$ cat config.mk
export PLATFORM = sky130hd
export DESIGN_NAME = tcic_top
export DESIGN_NICKNAME = d
export VERILOG_FILES = /design/src/tcic_top.v
export VERILOG_INCLUDE_DIRS = /design/src
export SDC_FILE = /design/constraint.sdc
export NUM_CORES = 1
export LEC_CHECK = 0
export BUFFER_PORTS_ARGS = -buffer_cell sky130_fd_sc_hd__buf_2
export CAP_MARGIN = 20
export CORE_MARGIN = 1.5
export CORE_UTILIZATION = 45
export DETAILED_ROUTE_END_ITERATION = 10
export GPL_TIMING_DRIVEN = 0
export PLACE_DENSITY = 0.67
export RECOVER_POWER = 50
export SLEW_MARGIN = 20
export SYNTH_ARGS = -nofsm -noshare
export SYNTH_HDL_FRONTEND = slang
export SYNTH_SLANG_ARGS = --single-unit
$ cat constraint.sdc
create_clock -name clk_i -period 2.1 [get_ports clk_i]
set_input_delay 0.21 -clock clk_i [delete_from_list [all_inputs] [get_ports clk_i]]
set_output_delay 0.21 -clock clk_i [all_outputs]
set_load 0.02 [all_outputs]
$ cat src/tcic_regs.vh
// Operation
// - Each capture event copies the counter value into the capture register.
// - Low-byte read latches capture high byte into shared temp; high read returns it.
// - Mask bits 5,2,1,0; request needs enable, flag and global enable.
// - Capture flag sets on capture, or on reaching top when capture is top.
// - Timer flags clear on vector execution or on writing one; zero ignored.
// - Compare flags set in the timer cycle after a counter match.
// - A forced compare strobe never sets a compare flag.
// - Overflow flag sets at the counter core's mode-dependent flag-set point.
// - Sync hold mode keeps prescaler clear; leaving it clears prescaler clear.
// - Prescaler clear resets prescaler and self-clears unless sync hold is on.
// - Comparator output state is one when plus input exceeds minus input.
// - Comparator output is synchronised, adding one to two cycles of delay.
// - Comparator off bit 7 switches the comparator off, changeable any time.
// - Comparator flag sets on selected event; clears on vector or written one.
// - Mode 00 toggle, 01 reserved, 10 falling edge, 11 rising edge.
// - Comparator-to-capture bit routes synchronised output into capture front end.
// - Comparator interrupt enable bit 3 gates the comparator request.
// - Bit 6 of comparator control reads as zero.
// - Input disable bits turn off pin buffers; port input reads zero.
// - Noise filter needs four equal successive samples before the output changes.
// - Edge select zero captures on falling edges, one on rising edges.
// - When capture register is top, capture input is disconnected.
`ifndef TCIC_REGS_VH
`define TCIC_REGS_VH

`define TCIC_ADDR_DIDR      6'h17
`define TCIC_ADDR_ACTL      6'h1F
`define TCIC_ADDR_CAP_LO    6'h26
`define TCIC_ADDR_CAP_HI    6'h27
`define TCIC_ADDR_FLAGS     6'h2A
`define TCIC_ADDR_MASK      6'h2B
`define TCIC_ADDR_GTC       6'h2F

`define TCIC_RST8           8'h00
`define TCIC_RST16          16'h0000
`define TCIC_MASK_USED      8'h27
`define TCIC_DIDR_USED      4'hF

`define TCIC_B_OVF          0
`define TCIC_B_CMPA         1
`define TCIC_B_CMPB         2
`define TCIC_B_CAP          5
`define TCIC_B_ACMP         4

`define TCIC_B_AC_MODE_LO   0
`define TCIC_B_AC_MODE_HI   1
`define TCIC_B_AC_TOCAP     2
`define TCIC_B_AC_IE        3
`define TCIC_B_AC_OUT       5
`define TCIC_B_AC_OFF       7
`define TCIC_B_PSR          0
`define TCIC_B_TSM          7

`define TCIC_ACM_TOGGLE     2'h0
`define TCIC_ACM_FALL       2'h2
`define TCIC_ACM_RISE       2'h3

`define TCIC_WGM_PFC_ICR    4'h8
`define TCIC_WGM_PC_ICR     4'hA
`define TCIC_WGM_CTC_ICR    4'hC
`define TCIC_WGM_FAST_ICR   4'hE

`define TCIC_FILT_LEN       4

`endif

$ cat src/tcic_top.v
`timescale 1ns/100ps
`include "tcic_regs.vh"

module tcic_top (
    // Clock, reset, enable
    input  wire        clk_i,
    input  wire        rstn_i,
    input  wire        ce_i,
    // Register port
    input  wire [5:0]  addr_i,
    input  wire [7:0]  wdata_i,
    input  wire        wr_i,
    input  wire        rd_i,
    output reg  [7:0]  rdata_o,
    // Counter core
    input  wire [15:0] counter_value_i,
    input  wire [3:0]  waveform_mode_select_i,
    input  wire        timer_tick_i,
    input  wire        top_reached_i,
    input  wire        overflow_event_i,
    input  wire        compare_a_match_i,
    input  wire        compare_b_match_i,
    input  wire        capture_noise_filter_enable_i,
    input  wire        capture_edge_select_i,
    // Interrupt controller
    input  wire        global_irq_enable_i,
    input  wire [4:0]  irq_ack_i,
    output reg  [4:0]  irq_o,
    // Pins and comparator
    input  wire        capture_pin_i,
    input  wire        comparator_raw_i,
    input  wire        plus_pin_digital_i,
    input  wire        minus_pin_digital_i,
    output reg         plus_pin_read_o,
    output reg         minus_pin_read_o,
    output reg         plus_pin_input_off_o,
    output reg         minus_pin_input_off_o,
    output reg         comparator_off_o,
    output reg         prescaler_reset_o
);

    reg        rst_s1_r;
    reg        rst_n;
    reg [7:0]  timer_interrupt_mask_r;
    reg [7:0]  timer_interrupt_flags_r;
    reg [15:0] capture_value_r;
    reg [7:0]  temp_hi_r;
    reg        sync_hold_mode_r;
    reg        prescaler_clear_r;
    reg        comparator_off_r;
    reg        comparator_flag_r;
    reg        comparator_irq_enable_r;
    reg        comparator_to_capture_r;
    reg [1:0]  comparator_mode_r;
    reg [3:0]  digital_input_disable_r;
    reg        ac_s1_r;
    reg        ac_s2_r;
    reg        ac_prev_r;
    reg        cap_src_r;
    reg [3:0]  filt_hist_r;
    reg        filt_r;
    reg        cap_prev_r;
    reg        cmpa_pend_r;
    reg        cmpb_pend_r;
    reg [7:0]  rd_nxt;
    reg [7:0]  flags_nxt;
    reg        ac_flag_nxt;

    wire       wr_flags = wr_i && (addr_i == `TCIC_ADDR_FLAGS);
    wire       wr_actl  = wr_i && (addr_i == `TCIC_ADDR_ACTL);
    wire       cap_top  = uses_capture_top(waveform_mode_select_i);
    wire       cap_lvl  = capture_noise_filter_enable_i ? filt_r : cap_src_r;
    wire       cap_edge = capture_edge_select_i ? (cap_lvl && !cap_prev_r)
                                                : (!cap_lvl && cap_prev_r);
    wire       cap_evt  = cap_edge && !cap_top;
    wire       ac_rise  = ac_s2_r && !ac_prev_r;
    wire       ac_fall  = !ac_s2_r && ac_prev_r;
    wire [7:0] actl_rd  = {comparator_off_r, 1'b0, ac_s2_r, comparator_flag_r,
                           comparator_irq_enable_r, comparator_to_capture_r,
                           comparator_mode_r};

    // Modes whose top value is held in the capture register
    function uses_capture_top;
        input [3:0] mode;
        begin
            uses_capture_top = (mode == `TCIC_WGM_PFC_ICR) || (mode == `TCIC_WGM_PC_ICR) ||
                               (mode == `TCIC_WGM_CTC_ICR) || (mode == `TCIC_WGM_FAST_ICR);
        end
    endfunction

    // Comparator event selected by the interrupt mode
    function ac_event;
        input [1:0] mode;
        input       rise;
        input       fall;
        begin
            case (mode)
                `TCIC_ACM_TOGGLE: ac_event = rise || fall;
                `TCIC_ACM_FALL:   ac_event = fall;
                `TCIC_ACM_RISE:   ac_event = rise;
                default:          ac_event = 1'b0;
            endcase
        end
    endfunction

    // Reset release is synchronised; assertion stays asynchronous
    always @(posedge clk_i or negedge rstn_i) begin
        if (!rstn_i) begin
            rst_s1_r <= 1'b0;
            rst_n    <= 1'b0;
        end else begin
            rst_s1_r <= 1'b1;
            rst_n    <= rst_s1_r;
        end
    end

    // Flag set and clear; a set in the same cycle as a clear wins
    always @* begin
        flags_nxt = timer_interrupt_flags_r;
        if (wr_flags) begin
            flags_nxt = flags_nxt & ~wdata_i;
        end
        flags_nxt[`TCIC_B_OVF]  = flags_nxt[`TCIC_B_OVF] & ~irq_ack_i[`TCIC_B_OVF];
        flags_nxt[`TCIC_B_CMPA] = flags_nxt[`TCIC_B_CMPA] & ~irq_ack_i[`TCIC_B_CMPA];
        flags_nxt[`TCIC_B_CMPB] = flags_nxt[`TCIC_B_CMPB] & ~irq_ack_i[`TCIC_B_CMPB];
        flags_nxt[`TCIC_B_CAP]  = flags_nxt[`TCIC_B_CAP] & ~irq_ack_i[3];
        if (overflow_event_i) begin
            flags_nxt[`TCIC_B_OVF] = 1'b1;
        end
        // Only true matches reach here; a forced strobe has no path in
        if (timer_tick_i && cmpa_pend_r) begin
            flags_nxt[`TCIC_B_CMPA] = 1'b1;
        end
        if (timer_tick_i && cmpb_pend_r) begin
            flags_nxt[`TCIC_B_CMPB] = 1'b1;
        end
        if (cap_top ? top_reached_i : cap_evt) begin
            flags_nxt[`TCIC_B_CAP] = 1'b1;
        end
        flags_nxt = flags_nxt & `TCIC_MASK_USED;
        ac_flag_nxt = comparator_flag_r;
        if ((wr_actl && wdata_i[`TCIC_B_ACMP]) || irq_ack_i[4]) begin
            ac_flag_nxt = 1'b0;
        end
        if (ac_event(comparator_mode_r, ac_rise, ac_fall)) begin
            ac_flag_nxt = 1'b1;
        end
    end

    // Read mux
    always @* begin
        case (addr_i)
            `TCIC_ADDR_DIDR:   rd_nxt = {4'h0, digital_input_disable_r};
            `TCIC_ADDR_ACTL:   rd_nxt = actl_rd;
            `TCIC_ADDR_CAP_LO: rd_nxt = capture_value_r[7:0];
            `TCIC_ADDR_CAP_HI: rd_nxt = temp_hi_r;
            `TCIC_ADDR_FLAGS:  rd_nxt = timer_interrupt_flags_r;
            `TCIC_ADDR_MASK:   rd_nxt = timer_interrupt_mask_r;
            `TCIC_ADDR_GTC:    rd_nxt = {sync_hold_mode_r, 6'h00, prescaler_clear_r};
            default:           rd_nxt = `TCIC_RST8;
        endcase
    end

    always @(posedge clk_i or negedge rst_n) begin
        if (!rst_n) begin
            rdata_o                 <= `TCIC_RST8;
            irq_o                   <= 5'h00;
            plus_pin_read_o         <= 1'b0;
            minus_pin_read_o        <= 1'b0;
            plus_pin_input_off_o    <= 1'b0;
            minus_pin_input_off_o   <= 1'b0;
            comparator_off_o        <= 1'b0;
            prescaler_reset_o       <= 1'b0;
            timer_interrupt_mask_r  <= `TCIC_RST8;
            timer_interrupt_flags_r <= `TCIC_RST8;
            capture_value_r         <= `TCIC_RST16;
            temp_hi_r               <= `TCIC_RST8;
            sync_hold_mode_r        <= 1'b0;
            prescaler_clear_r       <= 1'b0;
            comparator_off_r        <= 1'b0;
            comparator_flag_r       <= 1'b0;
            comparator_irq_enable_r <= 1'b0;
            comparator_to_capture_r <= 1'b0;
            comparator_mode_r       <= 2'h0;
            digital_input_disable_r <= 4'h0;
            ac_s1_r                 <= 1'b0;
            ac_s2_r                 <= 1'b0;
            ac_prev_r               <= 1'b0;
            cap_src_r               <= 1'b0;
            filt_hist_r             <= 4'h0;
            filt_r                  <= 1'b0;
            cap_prev_r              <= 1'b0;
            cmpa_pend_r             <= 1'b0;
            cmpb_pend_r             <= 1'b0;
        end else if (ce_i) begin
            rdata_o <= rd_i ? rd_nxt : `TCIC_RST8;

            // Comparator output synchroniser; off forces a quiet low level
            ac_s1_r   <= comparator_raw_i && !comparator_off_r;
            ac_s2_r   <= ac_s1_r;
            ac_prev_r <= ac_s2_r;

            // Capture front end, pin or comparator
            cap_src_r   <= comparator_to_capture_r ? ac_s2_r : capture_pin_i;
            filt_hist_r <= {filt_hist_r[`TCIC_FILT_LEN-2:0], cap_src_r};
            if (filt_hist_r == 4'hF) begin
                filt_r <= 1'b1;
            end else if (filt_hist_r == 4'h0) begin
                filt_r <= 1'b0;
            end
            cap_prev_r <= cap_lvl;

            // Compare matches wait for the next timer tick
            if (compare_a_match_i) begin
                cmpa_pend_r <= 1'b1;
            end else if (timer_tick_i) begin
                cmpa_pend_r <= 1'b0;
            end
            if (compare_b_match_i) begin
                cmpb_pend_r <= 1'b1;
            end else if (timer_tick_i) begin
                cmpb_pend_r <= 1'b0;
            end

            timer_interrupt_flags_r <= flags_nxt;
            comparator_flag_r       <= ac_flag_nxt;

            // Capture register: event load, or software write via temp
            if (cap_evt) begin
                capture_value_r <= counter_value_i;
            end else if (wr_i && addr_i == `TCIC_ADDR_CAP_LO) begin
                capture_value_r <= {temp_hi_r, wdata_i};
            end
            if (wr_i && addr_i == `TCIC_ADDR_CAP_HI) begin
                temp_hi_r <= wdata_i;
            end else if (rd_i && addr_i == `TCIC_ADDR_CAP_LO) begin
                temp_hi_r <= capture_value_r[15:8];
            end

            if (wr_i && addr_i == `TCIC_ADDR_MASK) begin
                timer_interrupt_mask_r <= wdata_i & `TCIC_MASK_USED;
            end
            if (wr_i && addr_i == `TCIC_ADDR_DIDR) begin
                digital_input_disable_r <= wdata_i[3:0] & `TCIC_DIDR_USED;
            end

            // Prescaler clear holds only while sync hold is set
            if (wr_i && addr_i == `TCIC_ADDR_GTC) begin
                sync_hold_mode_r  <= wdata_i[`TCIC_B_TSM];
                prescaler_clear_r <= wdata_i[`TCIC_B_PSR];
            end else if (!sync_hold_mode_r) begin
                prescaler_clear_r <= 1'b0;
            end

            if (wr_actl) begin
                comparator_off_r        <= wdata_i[`TCIC_B_AC_OFF];
                comparator_irq_enable_r <= wdata_i[`TCIC_B_AC_IE];
                comparator_to_capture_r <= wdata_i[`TCIC_B_AC_TOCAP];
                comparator_mode_r       <= wdata_i[`TCIC_B_AC_MODE_HI:`TCIC_B_AC_MODE_LO];
            end

            // Requests; index 3 carries capture, 4 the comparator
            irq_o[0] <= global_irq_enable_i && timer_interrupt_mask_r[0] &&
                        timer_interrupt_flags_r[0];
            irq_o[1] <= global_irq_enable_i && timer_interrupt_mask_r[1] &&
                        timer_interrupt_flags_r[1];
            irq_o[2] <= global_irq_enable_i && timer_interrupt_mask_r[2] &&
                        timer_interrupt_flags_r[2];
            irq_o[3] <= global_irq_enable_i && timer_interrupt_mask_r[`TCIC_B_CAP] &&
                        timer_interrupt_flags_r[`TCIC_B_CAP];
            irq_o[4] <= global_irq_enable_i && comparator_irq_enable_r &&
                        comparator_flag_r;

            prescaler_reset_o     <= prescaler_clear_r;
            comparator_off_o      <= comparator_off_r;
            plus_pin_input_off_o  <= digital_input_disable_r[0];
            minus_pin_input_off_o <= digital_input_disable_r[1];
            plus_pin_read_o       <= plus_pin_digital_i && !digital_input_disable_r[0];
            minus_pin_read_o      <= minus_pin_digital_i && !digital_input_disable_r[1];
        end
    end

endmodule

# Yosys cells after proc, flatten, opt, wreduce, memory -nomap -nowiden
# Cells that the tools add are included.
dict set report classes {
  n_bitwise 10
  div 0
  reduce_logical 61
  n_addsub 0
  shifts 0
  order_cmp 0
  n_eq_ne 15
  mul 0
  n_mux 25
}
# operator n
set op_table {}
lappend op_table {{$pmux 8 s7} 1}
lappend op_table {{$mux 16} 2}
lappend op_table {{$eq 6x6->1 const B} 5}
lappend op_table {{$logic_and 1x1->1} 29}
lappend op_table {{$mux 8} 3}
lappend op_table {{$reduce_and 2->1} 11}
lappend op_table {{$eq 4x4->1 const B} 5}
lappend op_table {{$mux 1} 17}
lappend op_table {{$eq 6x5->1 const B} 2}
lappend op_table {{$reduce_bool 2->1} 6}
lappend op_table {{$logic_not 1->1} 8}
lappend op_table {{$and 6x6->6} 1}
lappend op_table {{$mux 6} 1}
lappend op_table {{$not 6->6} 1}
lappend op_table {{$logic_or 1x1->1} 5}
lappend op_table {{$and 1x1->1} 4}
lappend op_table {{$eq 2x2->1 const B} 2}
lappend op_table {{$logic_not 4->1} 1}
lappend op_table {{$not 1->1} 4}
lappend op_table {{$pmux 1 s3} 1}
lappend op_table {{$logic_not 2->1} 1}
lappend op_table {{$ne 2x1->1 const B} 1}
dict set report totals {
  inputBits 56
  mem_bits_rw 0
  latch_bits 0
  n_memories 0
  reg_bits 77
  romBits 0
  out_inout_bits 19
  wordCells 142
}

# Longest topological paths before layout
dict set report depth {
  depth_word 8
  depth_mapped 6
  ltp_nobuf 5
}

# Worst setup path before layout
# OpenSTA, ideal clock, no wires.
dict set report synth_timing {
  path_kind {register -> register}
  startpoint {reg filt_r}
  endpoint {reg capture_value_r[15]}
  path_slack_ns 0.417
  setup_ns 0.133
  synth_period_minus_slack_ns 1.683
  t_required_ns 1.967
  n_path_buf 2
  arrival_time_ns 1.550
  path_stages_with_launch 7
  path_cell_list {dfrtp_1 -> mux2i_1 -> mux2i_1 -> or2_1 -> buf_2 -> buf_4 -> a21oi_1}
}
dict set report synth_between {
  elab_chain_len 7
  elab_cells_between_ends 9
  cone_classes {mux (3); reduce/logical (6)}
}
# element line_no
set synth_rtl {}
lappend synth_rtl {{start: declaration} tcic_top.v:61} ;# reg filt_r;
lappend synth_rtl {{start signal: assignment} tcic_top.v:191} ;# filt_r <= 1'b0;
lappend synth_rtl {{start signal: assignment} tcic_top.v:207} ;# filt_r <= 1'b1;
lappend synth_rtl {{start signal: assignment} tcic_top.v:209} ;# filt_r <= 1'b0;
lappend synth_rtl {{$mux 1 (*)} tcic_top.v:72} ;# wire cap_lvl = capture_noise_filter_enable_i ? filt_r : cap_src_r;
lappend synth_rtl {{$logic_not 1->1} tcic_top.v:74} ;# : (!cap_lvl && cap_prev_r);
lappend synth_rtl {{$logic_and 1x1->1} tcic_top.v:74}
lappend synth_rtl {{$mux 1 (*)} tcic_top.v:73} ;# wire cap_edge = capture_edge_select_i ? (cap_lvl && !cap_prev_r)
lappend synth_rtl {{$logic_and 1x1->1 (*)} tcic_top.v:75} ;# wire cap_evt = cap_edge && !cap_top;
lappend synth_rtl {{$reduce_bool 2->1 (no source line)} -}
lappend synth_rtl {{$reduce_and 2->1 (no source line)} -}
lappend synth_rtl {{end signal: assignment} tcic_top.v:176} ;# capture_value_r <= `TCIC_RST16;
lappend synth_rtl {{end signal: assignment} tcic_top.v:230} ;# capture_value_r <= counter_value_i;
lappend synth_rtl {{end signal: assignment} tcic_top.v:232} ;# capture_value_r <= {temp_hi_r, wdata_i};
lappend synth_rtl {{end: declaration} tcic_top.v:46} ;# reg [15:0] capture_value_r;
# Every way passes the cells marked *; elsewhere a longest branch is shown, timed or not.
# A chain may end at the register's enable or synchronous reset.

# Worst setup path after layout
dict set report layout_timing {
  startpoint {reg filt_r}
  endpoint {reg capture_value_r[9]}
}
# Same word-level chain as after synthesis.

==> reports/results.env <==
CP-START-KIND='flop'
SYNTH_TOP_FAMILY_BY_AREA='compound AO/OA/AOI/OAI gates'
CHIPWIDTH_UM=98
HTREE_LEVELS=3
GLOBALROUTEMET1UTIL_PCT=35.0
HOLDCRITPATHCLASS='primary input to flop'
GRT_UTIL_MET3_PCT=4.37
WORST_PIN_SLEW_NS=1.15
LARGEST_NET_DEGREE_AT_THE_START_OF_GLOBAL_ROUTING=52
XOR_XNOR_SHARE_OF_THE_SYNTHESIZED_AREA_PCT=0
CTS_MAX_PATH_BUFFERS=2
LARGEST_FANOUT_ON_THE_CRITICAL_PATH=10
WORSTSKEWPAIRLATENCY_NS=0.36
RESULT_OF_THE_RUN='completed'
MIN_DELAY_PATH_DEPTH=2
POWER.STATIC_LEAKAGE_nW=2.11
POST-ROUTE-DRC-COUNT=0
SYNTHESIZED_AREA_FRACTION_OCCUPIED_BY_AO_OA_AOI_AND_OAI_CELLS_PCT=16.6
DRV_CAP=0
SYN-INSTANCE-COUNT=369
SETUP_VIOL=0
R2R-START='filt_r'
CTS_TREE='done'
FINALWIRELENGTH_MM=11.3
SLEW_HEADROOM_PCT=23.4
FINAL.FILL_COUNT=779
PERIOD_MINUS_SLACK_NS=1.96
ROWS=34
VIAS=3336
SYN-CELL-AREA_UM2=4060
CRITPATHMAXSTAGEDELAY_NS=0.45
SYNTH_TOP_CELL_AREA_SHARE_PCT=47.4
ANTENNA_LEFT=0
CTS_CLK_PIN_SLEW_WORST_PATHS_NS=0.09
ASYNC_FLOP_SHARE_PCT=100
SYNTH.TOP_CELLS.BY_AREA='dfrtp_1 47%, mux2_2 12%, mux2i_1 4.2%, o41ai_1 3.5%, a21oi_1 2.8%'
SYNTH-ADDER-AREA-SHARE_PCT=0.616
CTS_SINKS=77
GRT_FIRST_PASS_WIRELENGTH_MM=18.1
FLOORPLAN.IO_PINS=75
AREA_OF_THE_DIE_UM2=9600
YOSYS.CELL_TYPES.COUNT=51
SYNTH-MAIN-FF-CELL='dfrtp_1'
LAYOUT.CELLS.MOST_COMMON='dfrtp_1'
CORE_REGION_AREA_UM2=8720
NUMBER_OF_CELLS_TRAVERSED_BY_THE_WORST_REGISTER_TO_REGISTER_PATH=6
SYNTHESIS.NETS=427
FIN_AREA_UM2=4830
MIN_FROM='overflow_event_i'
GRT_BUSIEST_LAYER='met2'
FINAL-MAX-SLEW-VIOLATION-COUNT=0
CRITICAL_PATH.ENDPOINT_TYPE='flop'
SYNTH.MUX.AREA_FRACTION_PCT=16.4
GRT_REMAINING_OVERFLOW=0
NET_COUNT_FINAL=509
SYNTHESIS.AREA_PER_INSTANCE_UM2=11.0
YOSYS_REG_BITS=77
FINAL-HOLD-VIOLATION-COUNT=0
NUM_ANTENNA_CELLS=0
FINAL_CELL_MIX='77 x dfrtp_1, 69 x buf_2, 44 x mux2_2'
DRT-PASS1-ITER-COUNT=6
DPL.HPWL_MM=8.03
FINAL.SETUP_SKEW_NS=0.00925
FLOORPLAN.DIE.HEIGHT_UM=98
CP_ARRIVAL_NS=2.19
SYNTH_LARGEST_AREA_CELL='dfrtp_1'
ACHIEVABLE-FREQUENCY_MHz=511
GP_CONGESTION=0.928
SYNTHSIMPLEGATEAREAFRAC_PCT=14.9
GRT_PASS1_VIAS=3273
FLOW.AREA_GROWTH_FROM_SYNTHESIS_PCT=18.9
GRT_UTIL_MET2_PCT=38.0
CRITPATHLAUNCH='filt_r'
ANTENNA_FOUND_INITIAL=0
SEQ_AREA_FRAC_SYNTH_PCT=47.4
PORT_BUFFERS=69
DRT-VIAS-PER-INSTANCE=5.91
GRT_SETUP_UNREPAIRED='no'
FINAL_CORE_UTIL_PCT=55.4
AVERAGE_ROUTED_WIRE_PER_STANDARD_CELL_UM=20.0
TRACK_USAGE_PCT=24.4
DETAILED_PLACE.AREA_UM2=4570
POWER_DENSITY_nW_PER_UM2=832
CRITICAL-PATH-SLOWEST-CELL='mux2i_4'
YS_WARN_COUNT=0
CRITPATHKIND='flop to flop'
NUMBER_OF_ENABLE_TYPE_REGISTER_CELLS_IN_THE_SYNTHESIZED_NETLIST=0
VDD_IR_DROP_MAX_mV=0.370
INITIAL_CORE_UTIL_PCT=46.6
MIN_PERIOD_OVER_PERIOD_PCT=93.2
CRIT_REQUIRED_NS=2.33
VIOLATION_COUNT_AFTER_THE_FIRST_DETAILED_ROUTING_ITERATION=151
CTS_MADE_BUFFERS=9
RATIO_OF_CELLS_WITH_DRIVE_ABOVE_1_IN_THE_FINAL_LAYOUT_PCT=35.1
CP_CELL_SEQUENCE='mux2i_1 -> mux2i_4 -> or2_1 -> buf_2 -> buf_4 -> a21oi_1'
CLOCK-ROOT-BUFFER='clkbuf_8'
==> flip-flops by register name, summed over array words and instances, names as in the netlist, 2 cells and up <==
register and flops:
irq_o 5, digital_input_disable_r 4, ac_event.mode 2, filt_hist_r 4, timer_interrupt_mask_r 4, rdata_o 8, timer_interrupt_flags_r 4, capture_value_r 16
temp_hi_r 8
==> power breakdown <==
| group | internal (W) | switching [W] | leakage, nW |
|---|---|---|---|
| clock network | 0.000820 | 0.000593 | 0.119 |
| registers | 0.00168 | 0.000176 | 1.00 |
| logic | 0.000364 | 0.000382 | 0.991 |
| total | 0.00287 | 0.00115 | 2.11 |
==> timing repair <==
| action | 4_1_cts | 5_1_grt |
|---|---|---|
| buffers inserted | 0 | 0 |
| endpoints found under the hold margin | 2 | 0 |
| hold buffers | 1 | 0 |
| resized for setup | 1 | 3 |
| setup endpoints to repair | 10 | 10 |
==> cell families (layout without fill, tap and decap cells) <==
family                     after synthesis  in the layout
AOI/OAI and AO/OA                       93             93
adders and majority gates                2              2
buffers and inverters                   36            123
DFF                                     77             77
muxes                                   61             61
other                                    1              1
and+or+nand+nor                         99             99
==> worst paths after layout <==
path	slack (ns)	endpoint
setup / recovery	0.14	capture_value_r[9]
hold / removal	0.09	timer_interrupt_flags_r[0]
setup reg to reg	0.14	capture_value_r[9]
hold reg to reg	0.35	rst_n
max in group asynchronous	0.80	comparator_flag_r
min in group asynchronous	0.16	rst_s1_r
==> cell usage after synthesis (3+ instances only) <==
master,n
clkbuf_1,11
a221oi_1,3
o21bai_1,8
nor4_1,8
a21oi_1,23
nor2_1,6
dfrtp_1,77
buf_2,9
nand3b_1,7
o2bb2ai_1,12
or2_2,16
mux2i_1,17
nor2b_1,4
a22o_1,3
o21ai_0,12
nand2_1,20
nand2b_1,12
inv_1,11
o41ai_1,16
mux2_2,44
nor3_1,11
==> cell type report <==
| type | count | area [um^2] | share of cell area, % |
|---|---|---|---|
| clock inverter | 6 | 110 | 2.28 |
| inverter | 12 | 45.0 | 0.933 |
| multi-input combinational | 256 | 1990 | 41.1 |
| timing repair buffer | 71 | 372 | 7.69 |
| buffer | 24 | 118 | 2.44 |
| tap | 108 | 135 | 2.80 |
| sequential | 77 | 1930 | 39.9 |
| clock buffer | 10 | 138 | 2.85 |
==> metal layers <==
| metal | vias to the layer above | wire length, um |
|---|---|---|
| met2 | 135 | 5220 |
| met1 | 1639 | 5140 |
| li1 | 1547 | - |
| met4 | 0 | 201 |
| met5 | - | 0 |
| met3 | 15 | 712 |
==> critical path: cells and delay by family (launching register included) <==
| kind | cells | cell delay, ns |
|---|---|---|
| compound gates | 1 | 0.09 |
| buf+inv | 2 | 0.39 |
| flops | 1 | 0.42 |
| mux | 2 | 0.77 |
| simple gates | 1 | 0.15 |
==> metrics by stage <==
step	instances	setup slack [ns]	setup TNS, ns	hold WS, ns	power, W
global route	564	0.0443	0	0.0792	0.00420
global placement	546	-0.0499	-0.355	-0.00504	0.00258
CTS	564	0.0535	0	0.0769	0.00402
detailed placement	547	-0.0656	-0.343	-0.00153	0.00261
finish	564	0.143	0	0.0866	0.00402
floorplan	369	0.417	0	-0.0856	0.00234
Power figures use the tool's default switching activity.
